`src/lpw_pkg.sv`:
```
// shared constants for the low-power wake and warm-up controller
// assumes one 25 MHz clock, synchronous active-high reset, APB register access
package lpw_pkg;
    // wake source vector layout
    localparam int WAKE_W = 14;
    localparam int EXT_LSB = 0; // ext_pin_irqs occupy [7:0]
    localparam int RTC_BIT = 8; // rtc_irq
    localparam int CEC_LSB = 9; // cec_irqs [10:9]
    localparam int RMC_LSB = 11; // remote_rx_irqs [12:11]
    localparam int OTHER_BIT = 13; // timer/capture/serial/serial_bus/adc irqs, ORed
    localparam logic [13:0] PERMIT_IDLE = 14'h3fff;
    localparam logic [13:0] PERMIT_SLEEP = 14'h1fff;
    localparam logic [13:0] PERMIT_STOP = 14'h00ff;

    // standby mode codes
    localparam logic [2:0] MODE_STOP = 3'h1;
    localparam logic [2:0] MODE_SLEEP = 3'h2;
    localparam logic [2:0] MODE_IDLE = 3'h3;

    // register offsets
    localparam int ADDR_W = 8;
    localparam logic [7:0] OFS_STANDBY = 8'h00;
    localparam logic [7:0] OFS_OSC = 8'h04;
    localparam logic [7:0] OFS_WAKE_EN = 8'h08;
    localparam logic [7:0] OFS_STATUS = 8'h0c;

    // field positions
    localparam int STBY_MODE_LSB = 0;
    localparam int STBY_RUNLOW_BIT = 4;
    localparam int OSC_WSEL_BIT = 0;
    localparam int OSC_WTIME_LSB = 1;
    localparam int OSC_HSEN_BIT = 4;
    localparam int OSC_LSEN_BIT = 5;
    localparam int OSC_WSTART_BIT = 6;
    localparam int ST_STATE_LSB = 0;
    localparam int ST_RUNLOW_BIT = 5;
    localparam int ST_WBUSY_BIT = 6;
    localparam int ST_KIND_LSB = 8;

    // reset values
    localparam logic [4:0] STANDBY_RST = 5'h00;
    localparam logic [5:0] OSC_RST = 6'h30;
    localparam logic [13:0] WAKE_EN_RST = 14'h0000;

    // timing
    localparam int CLK_MHZ = 25;
    localparam int PLL_SETTLE_US = 200;
    localparam int PLL_SETTLE_CYC = PLL_SETTLE_US * CLK_MHZ;
    localparam int WU_BASE_SHIFT = 8;
    localparam int WU_CNT_W = 16;

    // wake cause codes
    localparam logic [1:0] KIND_NONE = 2'h0;
    localparam logic [1:0] KIND_IRQ = 2'h1;
    localparam logic [1:0] KIND_NMI_PIN = 2'h2;
    localparam logic [1:0] KIND_WDT = 2'h3;

    typedef enum logic [4:0] {
        ST_RUN = 5'b00001,
        ST_IDLE = 5'b00010,
        ST_SLEEP = 5'b00100,
        ST_STOP = 5'b01000,
        ST_WARM = 5'b10000
    } pwr_state_t;
endpackage : lpw_pkg

```
`src/lpw_link_if.sv`:
```
// link between the standby controller and the cpu core side
// assumes both ends run on the same clock
`timescale 1ns/1ns
interface lpw_link_if;
    logic wait_for_irq_instr;
    logic [13:0] irq_lines;
    logic nmi_pin_n;
    logic wdt_nmi;
    logic core_halt;
    logic sys_clk_en;
    logic wake_go;
    logic [1:0] wake_kind;

    modport dev (
        input wait_for_irq_instr, irq_lines, nmi_pin_n, wdt_nmi,
        output core_halt, sys_clk_en, wake_go, wake_kind
    );
    modport host (
        output wait_for_irq_instr, irq_lines, nmi_pin_n, wdt_nmi,
        input core_halt, sys_clk_en, wake_go, wake_kind
    );
endinterface : lpw_link_if

```
`src/lpw_warmup_counter.sv`:
```
// oscillator warm-up counter: counts ticks of the chosen oscillator
// assumes tick inputs are one-cycle pulses already in the i_clk domain
`timescale 1ns/1ns
module lpw_warmup_counter #(
    parameter int BASE_SHIFT = lpw_pkg::WU_BASE_SHIFT
) (
    // clock and reset
    input wire logic i_clk,
    input wire logic i_rst,
    // control
    input wire logic i_start,
    input wire logic i_sel,
    input wire logic [2:0] i_time_sel,
    // oscillator ticks
    input wire logic i_hs_tick,
    input wire logic i_ls_tick,
    // result
    output logic o_busy,
    output logic o_done
);
    import lpw_pkg::*;

    logic [WU_CNT_W-1:0] cnt_reg, cnt_next;
    logic [WU_CNT_W-1:0] limit_reg, limit_next;
    logic busy_reg, busy_next;
    logic done_reg, done_next;
    logic tick;

    // count selected oscillator up to limit, then flag done
    always_comb begin
        tick = i_sel ? i_ls_tick : i_hs_tick;
        cnt_next = cnt_reg;
        limit_next = limit_reg;
        busy_next = busy_reg;
        done_next = 1'b0;
        if (i_start) begin
            cnt_next = '0;
            limit_next = WU_CNT_W'((1 << (BASE_SHIFT + int'(i_time_sel))) - 1);
            busy_next = 1'b1;
        end else if (busy_reg && tick) begin
            if (cnt_reg == limit_reg) begin
                busy_next = 1'b0;
                done_next = 1'b1;
            end else begin
                cnt_next = cnt_reg + 1'b1;
            end
        end
    end

    // state registers
    always_ff @(posedge i_clk) begin
        if (i_rst) begin
            cnt_reg <= '0;
            limit_reg <= '0;
            busy_reg <= 1'b0;
            done_reg <= 1'b0;
        end else begin
            cnt_reg <= cnt_next;
            limit_reg <= limit_next;
            busy_reg <= busy_next;
            done_reg <= done_next;
        end
    end

    assign o_busy = busy_reg;
    assign o_done = done_reg;
endmodule : lpw_warmup_counter

```
`src/lpw_standby_ctrl.sv`:
```
// standby entry, wake filtering, warm-up and run-mode return
// assumes APB master on i_clk; oscillator tick inputs are asynchronous
`timescale 1ns/1ns
// Overview of operation
// - leave standby only on permitted wake source
// - per-mode permit masks for wake interrupts
// - watchdog nmi wakes from idle only
// - nmi pin falling edge wakes every mode
// - signal handling start after standby exit
// - software sets wake enables for sleep/stop
// - level wake request held until handling
// - software masks non-wake interrupts first
// - reset returns high-speed run, clears registers but osc enable bits
// - reset exit skips warm-up; hold reset
// - auto warm-up then enable system clock
// - software sets warm-up oscillator and time
// - pll off in sleep/stop, settle time
// - high to low run: enable, manual warm-up
// - low to high run: enable, warm-up
// - low run stop round trip warms up
// - low osc runs in sleep, no warm-up
// - mode field plus wfi enters standby
// - wake returns to prior run mode
module lpw_standby_ctrl #(
    parameter int PLL_CYC = lpw_pkg::PLL_SETTLE_CYC,
    parameter int WU_SHIFT = lpw_pkg::WU_BASE_SHIFT
) (
    // clock and reset
    input wire logic i_clk,
    input wire logic i_rst,
    // apb slave
    input wire logic i_psel,
    input wire logic i_penable,
    input wire logic i_pwrite,
    input wire logic [lpw_pkg::ADDR_W-1:0] i_paddr,
    input wire logic [31:0] i_pwdata,
    output logic [31:0] o_prdata,
    output logic o_pready,
    output logic o_pslverr,
    // oscillators
    input wire logic i_hs_osc_clk,
    input wire logic i_ls_osc_clk,
    output logic o_hs_osc_en,
    output logic o_ls_osc_en,
    output logic o_pll_en,
    // cpu link
    lpw_link_if.dev link
);
    import lpw_pkg::*;

    localparam logic [12:0] PLL_LOAD = 13'(PLL_CYC);

    pwr_state_t state_reg, state_next;
    logic [4:0] standby_reg, standby_next;
    logic [5:0] osc_reg, osc_next;
    logic [13:0] wake_en_reg, wake_en_next;
    logic run_low_reg, run_low_next;
    logic manual_reg, manual_next;
    logic wu_ok_reg, wu_ok_next;
    logic [12:0] pll_cnt_reg, pll_cnt_next;
    logic nmi_prev_reg, nmi_prev_next;
    logic [1:0] kind_reg, kind_next;
    logic halt_reg, halt_next;
    logic clk_en_reg, clk_en_next;
    logic go_reg, go_next;
    logic hs_en_reg, hs_en_next;
    logic ls_en_reg, ls_en_next;
    logic pll_en_reg, pll_en_next;
    logic [31:0] prdata_reg, prdata_next;
    logic pready_reg, pready_next;
    logic pslverr_reg, pslverr_next;
    logic [2:0] hs_sync_reg, ls_sync_reg;
    logic wr_en, sw_start, wu_start, wu_busy, wu_done;
    logic [13:0] permit;
    logic nmi_fall, wake_any, need_warm;
    logic [1:0] wake_kind;

    // oscillator synchronisers; edge taken from stages two and three
    always_ff @(posedge i_clk) begin
        if (i_rst) begin
            hs_sync_reg <= 3'h0;
            ls_sync_reg <= 3'h0;
        end else begin
            hs_sync_reg <= {hs_sync_reg[1:0], i_hs_osc_clk};
            ls_sync_reg <= {ls_sync_reg[1:0], i_ls_osc_clk};
        end
    end

    lpw_warmup_counter #(.BASE_SHIFT(WU_SHIFT)) u_warm (
        .i_clk(i_clk),
        .i_rst(i_rst),
        .i_start(wu_start),
        .i_sel(osc_reg[OSC_WSEL_BIT]),
        .i_time_sel(osc_reg[OSC_WTIME_LSB +: 3]),
        .i_hs_tick(hs_sync_reg[1] & ~hs_sync_reg[2]),
        .i_ls_tick(ls_sync_reg[1] & ~ls_sync_reg[2]),
        .o_busy(wu_busy),
        .o_done(wu_done)
    );

    // apb decode, register writes and read mux
    always_comb begin
        wr_en = i_psel & i_penable & i_pwrite & pready_reg;
        pready_next = i_psel & ~i_penable;
        pslverr_next = 1'b0;
        prdata_next = prdata_reg;
        standby_next = standby_reg;
        osc_next = osc_reg;
        wake_en_next = wake_en_reg;
        sw_start = 1'b0;
        if (i_psel && !i_penable) begin
            prdata_next = 32'h0;
            unique case (i_paddr)
                OFS_STANDBY: prdata_next[4:0] = standby_reg;
                OFS_OSC: prdata_next[5:0] = osc_reg;
                OFS_WAKE_EN: prdata_next[13:0] = wake_en_reg;
                OFS_STATUS: begin
                    prdata_next[ST_STATE_LSB +: 5] = state_reg;
                    prdata_next[ST_RUNLOW_BIT] = run_low_reg;
                    prdata_next[ST_WBUSY_BIT] = wu_busy | (state_reg == ST_WARM);
                    prdata_next[ST_KIND_LSB +: 2] = kind_reg;
                end
                default: pslverr_next = 1'b1;
            endcase
        end
        if (wr_en) begin
            unique case (i_paddr)
                OFS_STANDBY: standby_next = i_pwdata[4:0];
                OFS_OSC: begin
                    osc_next = i_pwdata[5:0];
                    sw_start = i_pwdata[OSC_WSTART_BIT];
                end
                OFS_WAKE_EN: wake_en_next = i_pwdata[13:0];
                default: ;
            endcase
        end
    end

    // power state machine, wake filtering and warm-up sequencing
    always_comb begin
        state_next = state_reg;
        run_low_next = run_low_reg;
        manual_next = manual_reg;
        wu_ok_next = wu_ok_reg | wu_done;
        pll_cnt_next = (pll_cnt_reg != 13'h0) ? pll_cnt_reg - 13'h1 : 13'h0;
        kind_next = kind_reg;
        go_next = 1'b0;
        wu_start = 1'b0;
        nmi_prev_next = link.nmi_pin_n;
        nmi_fall = nmi_prev_reg & ~link.nmi_pin_n;
        unique case (state_reg)
            ST_IDLE: permit = PERMIT_IDLE;
            ST_SLEEP: permit = PERMIT_SLEEP & wake_en_reg;
            ST_STOP: permit = PERMIT_STOP & wake_en_reg;
            default: permit = 14'h0;
        endcase
        wake_any = (|(link.irq_lines & permit)) | nmi_fall
            | (link.wdt_nmi & (state_reg == ST_IDLE));
        if (nmi_fall) wake_kind = KIND_NMI_PIN;
        else if (link.wdt_nmi && state_reg == ST_IDLE) wake_kind = KIND_WDT;
        else wake_kind = KIND_IRQ;
        need_warm = (state_reg == ST_STOP)
            || (state_reg == ST_SLEEP && !run_low_reg);
        unique case (state_reg)
            ST_RUN: begin
                if (sw_start && !wu_busy) begin
                    wu_start = 1'b1;
                    manual_next = 1'b1;
                end else if (link.wait_for_irq_instr && !wu_busy && !manual_reg) begin
                    unique case (standby_reg[STBY_MODE_LSB +: 3])
                        MODE_STOP: state_next = ST_STOP;
                        MODE_SLEEP: state_next = ST_SLEEP;
                        MODE_IDLE: state_next = ST_IDLE;
                        default: state_next = ST_RUN;
                    endcase
                end
                if (manual_reg && wu_done) begin
                    manual_next = 1'b0;
                    run_low_next = standby_reg[STBY_RUNLOW_BIT];
                end
            end
            ST_IDLE, ST_SLEEP, ST_STOP: begin
                if (wake_any) begin
                    kind_next = wake_kind;
                    if (need_warm) begin
                        state_next = ST_WARM;
                        wu_start = 1'b1;
                        wu_ok_next = 1'b0;
                        pll_cnt_next = run_low_reg ? 13'h0 : PLL_LOAD;
                    end else begin
                        state_next = ST_RUN;
                        go_next = 1'b1;
                    end
                end
            end
            ST_WARM: begin
                if (wu_ok_reg && pll_cnt_reg == 13'h0) begin
                    state_next = ST_RUN;
                    go_next = 1'b1;
                end
            end
            default: state_next = ST_RUN;
        endcase
        halt_next = (state_next != ST_RUN);
        clk_en_next = (state_next == ST_RUN) || (state_next == ST_IDLE);
        hs_en_next = osc_reg[OSC_HSEN_BIT]
            && state_next != ST_SLEEP && state_next != ST_STOP;
        ls_en_next = osc_reg[OSC_LSEN_BIT] && state_next != ST_STOP;
        pll_en_next = hs_en_next && !run_low_next;
    end

    // all registers but the synchronisers; reset lands in high-speed run with clock on
    always_ff @(posedge i_clk) begin
        if (i_rst) begin
            state_reg <= ST_RUN;
            standby_reg <= STANDBY_RST;
            osc_reg <= OSC_RST;
            wake_en_reg <= WAKE_EN_RST;
            run_low_reg <= 1'b0;
            manual_reg <= 1'b0;
            wu_ok_reg <= 1'b0;
            pll_cnt_reg <= 13'h0;
            nmi_prev_reg <= 1'b1;
            kind_reg <= KIND_NONE;
            halt_reg <= 1'b0;
            clk_en_reg <= 1'b1;
            go_reg <= 1'b0;
            hs_en_reg <= 1'b1;
            ls_en_reg <= 1'b1;
            pll_en_reg <= 1'b1;
            prdata_reg <= 32'h0;
            pready_reg <= 1'b0;
            pslverr_reg <= 1'b0;
        end else begin
            state_reg <= state_next;
            standby_reg <= standby_next;
            osc_reg <= osc_next;
            wake_en_reg <= wake_en_next;
            run_low_reg <= run_low_next;
            manual_reg <= manual_next;
            wu_ok_reg <= wu_ok_next;
            pll_cnt_reg <= pll_cnt_next;
            nmi_prev_reg <= nmi_prev_next;
            kind_reg <= kind_next;
            halt_reg <= halt_next;
            clk_en_reg <= clk_en_next;
            go_reg <= go_next;
            hs_en_reg <= hs_en_next;
            ls_en_reg <= ls_en_next;
            pll_en_reg <= pll_en_next;
            prdata_reg <= prdata_next;
            pready_reg <= pready_next;
            pslverr_reg <= pslverr_next;
        end
    end

    // outputs straight from flops
    assign o_prdata = prdata_reg;
    assign o_pready = pready_reg;
    assign o_pslverr = pslverr_reg;
    assign o_hs_osc_en = hs_en_reg;
    assign o_ls_osc_en = ls_en_reg;
    assign o_pll_en = pll_en_reg;
    assign link.core_halt = halt_reg;
    assign link.sys_clk_en = clk_en_reg;
    assign link.wake_go = go_reg;
    assign link.wake_kind = kind_reg;
endmodule : lpw_standby_ctrl

```
`src/flat_wrapper.sv`:
```
// flat-port wrapper written by rule: the top's interface ports become plain ports
module lpw_standby_ctrl_flat import lpw_pkg::*;
#(
    parameter int PLL_CYC = lpw_pkg::PLL_SETTLE_CYC,
    parameter int WU_SHIFT = lpw_pkg::WU_BASE_SHIFT
)
  (i_clk, i_rst, i_psel, i_penable, i_pwrite, i_paddr, i_pwdata, o_prdata, o_pready, o_pslverr, i_hs_osc_clk, i_ls_osc_clk, o_hs_osc_en, o_ls_osc_en, o_pll_en, link_wait_for_irq_instr, link_irq_lines, link_nmi_pin_n, link_wdt_nmi, link_core_halt, link_sys_clk_en, link_wake_go, link_wake_kind);
  lpw_link_if link_i ();
  input wire logic i_clk;
  input wire logic i_rst;
  input wire logic i_psel;
  input wire logic i_penable;
  input wire logic i_pwrite;
  input wire logic [lpw_pkg::ADDR_W-1:0] i_paddr;
  input wire logic [31:0] i_pwdata;
  output logic [31:0] o_prdata;
  output logic o_pready;
  output logic o_pslverr;
  input wire logic i_hs_osc_clk;
  input wire logic i_ls_osc_clk;
  output logic o_hs_osc_en;
  output logic o_ls_osc_en;
  output logic o_pll_en;
  input wire logic [$bits(link_i.wait_for_irq_instr)-1:0] link_wait_for_irq_instr;
  input wire logic [$bits(link_i.irq_lines)-1:0] link_irq_lines;
  input wire logic [$bits(link_i.nmi_pin_n)-1:0] link_nmi_pin_n;
  input wire logic [$bits(link_i.wdt_nmi)-1:0] link_wdt_nmi;
  output wire logic [$bits(link_i.core_halt)-1:0] link_core_halt;
  output wire logic [$bits(link_i.sys_clk_en)-1:0] link_sys_clk_en;
  output wire logic [$bits(link_i.wake_go)-1:0] link_wake_go;
  output wire logic [$bits(link_i.wake_kind)-1:0] link_wake_kind;
  assign link_i.wait_for_irq_instr = link_wait_for_irq_instr;
  assign link_i.irq_lines = link_irq_lines;
  assign link_i.nmi_pin_n = link_nmi_pin_n;
  assign link_i.wdt_nmi = link_wdt_nmi;
  assign link_core_halt = link_i.core_halt;
  assign link_sys_clk_en = link_i.sys_clk_en;
  assign link_wake_go = link_i.wake_go;
  assign link_wake_kind = link_i.wake_kind;
  lpw_standby_ctrl #(.PLL_CYC(PLL_CYC), .WU_SHIFT(WU_SHIFT)) u_core (.i_clk(i_clk), .i_rst(i_rst), .i_psel(i_psel), .i_penable(i_penable), .i_pwrite(i_pwrite), .i_paddr(i_paddr), .i_pwdata(i_pwdata), .o_prdata(o_prdata), .o_pready(o_pready), .o_pslverr(o_pslverr), .i_hs_osc_clk(i_hs_osc_clk), .i_ls_osc_clk(i_ls_osc_clk), .o_hs_osc_en(o_hs_osc_en), .o_ls_osc_en(o_ls_osc_en), .o_pll_en(o_pll_en), .link(link_i));
endmodule
```
`config.mk`:
```
export PLATFORM = sky130hd
export DESIGN_NAME = lpw_standby_ctrl_flat
export DESIGN_NICKNAME = d
export VERILOG_FILES = /design/src/lpw_pkg.sv /design/src/lpw_link_if.sv /design/src/lpw_warmup_counter.sv /design/src/lpw_standby_ctrl.sv /design/src/flat_wrapper.sv
export SDC_FILE = /design/constraint.sdc
export NUM_CORES = 1
export LEC_CHECK = 0
export BUFFER_PORTS_ARGS = -buffer_cell sky130_fd_sc_hd__buf_2
export CORE_MARGIN = 5
export CORE_UTILIZATION = 40
export DETAILED_ROUTE_END_ITERATION = 8
export PLACE_DENSITY_LB_ADDON = 0.3
export REMOVE_ABC_BUFFERS = 1
export SLEW_MARGIN = 20
export SYNTH_ARGS = -nofsm -noshare
export SYNTH_HDL_FRONTEND = slang
export SYNTH_SLANG_ARGS = --single-unit
```
`constraint.sdc`:
```
create_clock -name i_clk -period 6.2 [get_ports i_clk]
set_clock_uncertainty 0.05 [all_clocks]
set_input_delay 0.62 -clock i_clk [delete_from_list [all_inputs] [get_ports i_clk]]
set_output_delay 0.62 -clock i_clk [all_outputs]
set_load 0.005 [all_outputs]
```
==> results by group <==
Clock tree
  • Hold-fix buffers at CTS: 0
  • # clock sinks: 104
  • Total CTS buffers: 9
  • Post-CTS setup buffer count: 0
  • Clk_lat worst skew: 0.35 ns
  • CTS max path bufs: 2
  • Clk slew on worst S/H paths: 0.07 ns
  • H-Tree Depth: 3
  • Number of gates resized after CTS: 0
  • CTS tree: yes
  • CTS root buf: clkbuf_16

Floorplanning
  • Die X-Extent: 120.4 um
  • DIE HEIGHT: 120.4 um
  • IO Pins: 106
  • Initial Util: 40.75%
  • Core Region: 11960 um2
  • Num rows: 40
  • Die Area: 14500 um2

Synth
  • Sequential share of the synthesized area: 42.71%
  • Ys flop type: dfxtp_1
  • Yosys warning count: 0
  • Library cells used by synthesis: 65
  • Mean Syn Cell Area: 8.879 um2
  • Synth area leaders: dfxtp_1, nor2_1, xnor2_1
  • Synth top area share: 42.71%
  • Cells after synthesis: 549
  • Synth async-reset ratio: 0%
  • Yosys reg bits: 104
  • Cell Area, Synth: 4875 um2
  • Cell accounting for the most synthesized area: dfxtp_1
  • Post-synth EDFFs: 0

Finish
  • Final Non-Filler Cells: 752
  • Max reg flops: 16
  • Area grow syn2layout: 12.09%
  • Final design instance area without fill: 5464 um2
  • Layout cells sized above 1: 18.51%
  • Antenna cells: 0
  • Layout fillers: 1179
  • Commonest non-fill, non-tap cell in the layout: dfxtp_1
  • Layout net count: 666
  • Utilization after layout: 45.68%
  • Commonest non-fill, non-tap cells in the layout: dfxtp_1, nor2_1, buf_2, nand2_1, a21oi_1

Power and ir drop
  • Sequential power share: 48.4%
  • Power per Cell Area: 270.0 nW/um2
  • Sw Ratio: 25.44%
  • Max IR drop VDD: 0.0001425 V
  • Lkg Pwr: 2.001 nW
  • Sw power: 375.3 uW
  • Internal: 1.100 mW
  • Comb pwr share: 11.4%
  • Clock share of power: 40.2%
  • Pwr Total: 1.475 mW

STA
  • Final setup fails: 0
  • RSZ-0062 raised after global routing: false
  • Worst-margin pin slew: 1.077 ns
  • Max Freq: 0.3491 GHz
  • Max-slew violations: 0
  • Worst slew margin: 28.10%
  • Total Neg Setup Slack: 0 ns
  • Final hold violation count: 0
  • Final critical-path share of the clock period: 46.20%
  • Fin crit period: 2.865 ns

Placement
  • DP HPWL: 8334 um
  • Port bufs: 69
  • Placed cell area: 5150 um2
  • GPL Wtd Cong: 0.8033
  • Inst Count DP: 736

Route
  • Wire per inst: 15.04 um
  • First-pass detailed-route iteration total: 5
  • DR vias: 3984
  • DRC Markers: 0
  • ANT nets after route: 0
  • Detailed Route WL: 11310 um
  • Drt initial violations: 239
  • Drt via density: 5.298

Outcome
  • Status: finished, final reports clean

Global routing
  • Number of global-route vias before repair: 3771
  • Grt ovf: 0
  • Initial antenna violation count: 0
  • Total GRT Usage: 15.46%
  • Largest net degree at the start of global routing: 69
  • First-pass GRT wire length: 18380 um

Critical path
  • Crit path DAT: 3.01 ns
  • Crit path max fanout: 12
  • Crit path kind: reg2reg
  • Crit start category: flip-flop
  • CP endpoint kind: flip-flop
  • WP data required: 6.35 ns

Job
  • Max-cap violations: 0

Hold path
  • Hold Path Class: reg2reg
==> power groups by stage <==
stage                     logic, mW  clock network [mW]  registers, mW
after floorplan               0.118                   0          0.725
after global placement        0.161                   0          0.727
after detailed placement      0.170                   0          0.729
after CTS                     0.170               0.606          0.713
after global routing          0.192               0.637          0.717
final                         0.168               0.593          0.714
==> synth_stat cells (11+ instances only) <==
| master | count |
|---|---|
| dfxtp_1 | 104 |
| nor2_1 | 71 |
| nand2_1 | 53 |
| a21oi_1 | 31 |
| xnor2_1 | 29 |
| nor3_1 | 24 |
| clkbuf_1 | 20 |
| o21ai_0 | 20 |
| buf_4 | 19 |
| a22oi_1 | 17 |
| nand3_1 | 17 |
| mux2i_1 | 14 |
| nor4_1 | 11 |
==> routing by layer <==
metal	global-route usage [%]	vias up	share of wire (%)
met3	3.368	9	5.4
met2	24.03	101	46
met5	0	-	0
met4	3.966	0	0.96
met1	21.83	1874	47
li1	-	2000	-
==> worst max-delay path, stage by stage, from the launching register on <==
cell      delay [ns]
dfxtp_1         0.32
inv_1           0.06
ha_1            0.20
or4b_1          0.52
nand2b_1        0.19
or4_1           0.48
o211ai_1        0.70
o21ai_0         0.20
==> through the flow <==
stage / hold slack [ns] / setup slack (ns)
finish: 0.3919 / 3.335
detailed placement: 0.3844 / 3.054
floorplan: 0.3628 / 3.472
global placement: 0.3741 / 3.105
CTS: 0.3980 / 3.310
global route: 0.4206 / 3.098
==> worst paths after layout <==
check | slack (ns) | cells after the start | to | start
max | 3.34 | 7 | u_core.pll_cnt_reg[9] | u_core.pll_cnt_reg[0]
min | 0.39 | 1 | u_core.pll_cnt_reg[0] | u_core.pll_cnt_reg[0]
max reg2reg | 3.34 | 7 | u_core.pll_cnt_reg[9] | u_core.pll_cnt_reg[0]
min reg2reg | 0.39 | 1 | u_core.pll_cnt_reg[0] | u_core.pll_cnt_reg[0]
==> cell type report <==
class                      instances  area (um2)  share of cell area, %
sequential                       104        2082                  38.10
multi-input combinational        402        2471                  45.23
timing repair buffer              73       375.4                  6.870
clock buffer                      10       239.0                  4.374
inverter                          10       37.54                 0.6870
clock inverter                     6       75.07                  1.374
tap                              147       183.9                  3.366
==> cell families (layout without fill, tap and decap cells) <==
family                     Yosys count  after routing  share of synthesized area (%)
adders and majority gates            2              2                         0.5133
muxes                               20             20                          5.416
xor gates and xnor gates            33             33                          5.929
AOI/OAI and AO/OA                   99             99                          13.37
and+or+nand+nor                    230            230                          24.08
other                                1             18                        0.07693
buffers and inverters               60             99                          7.905
DFF                                104            104                          42.71
(Power assumes the default switching activity.)
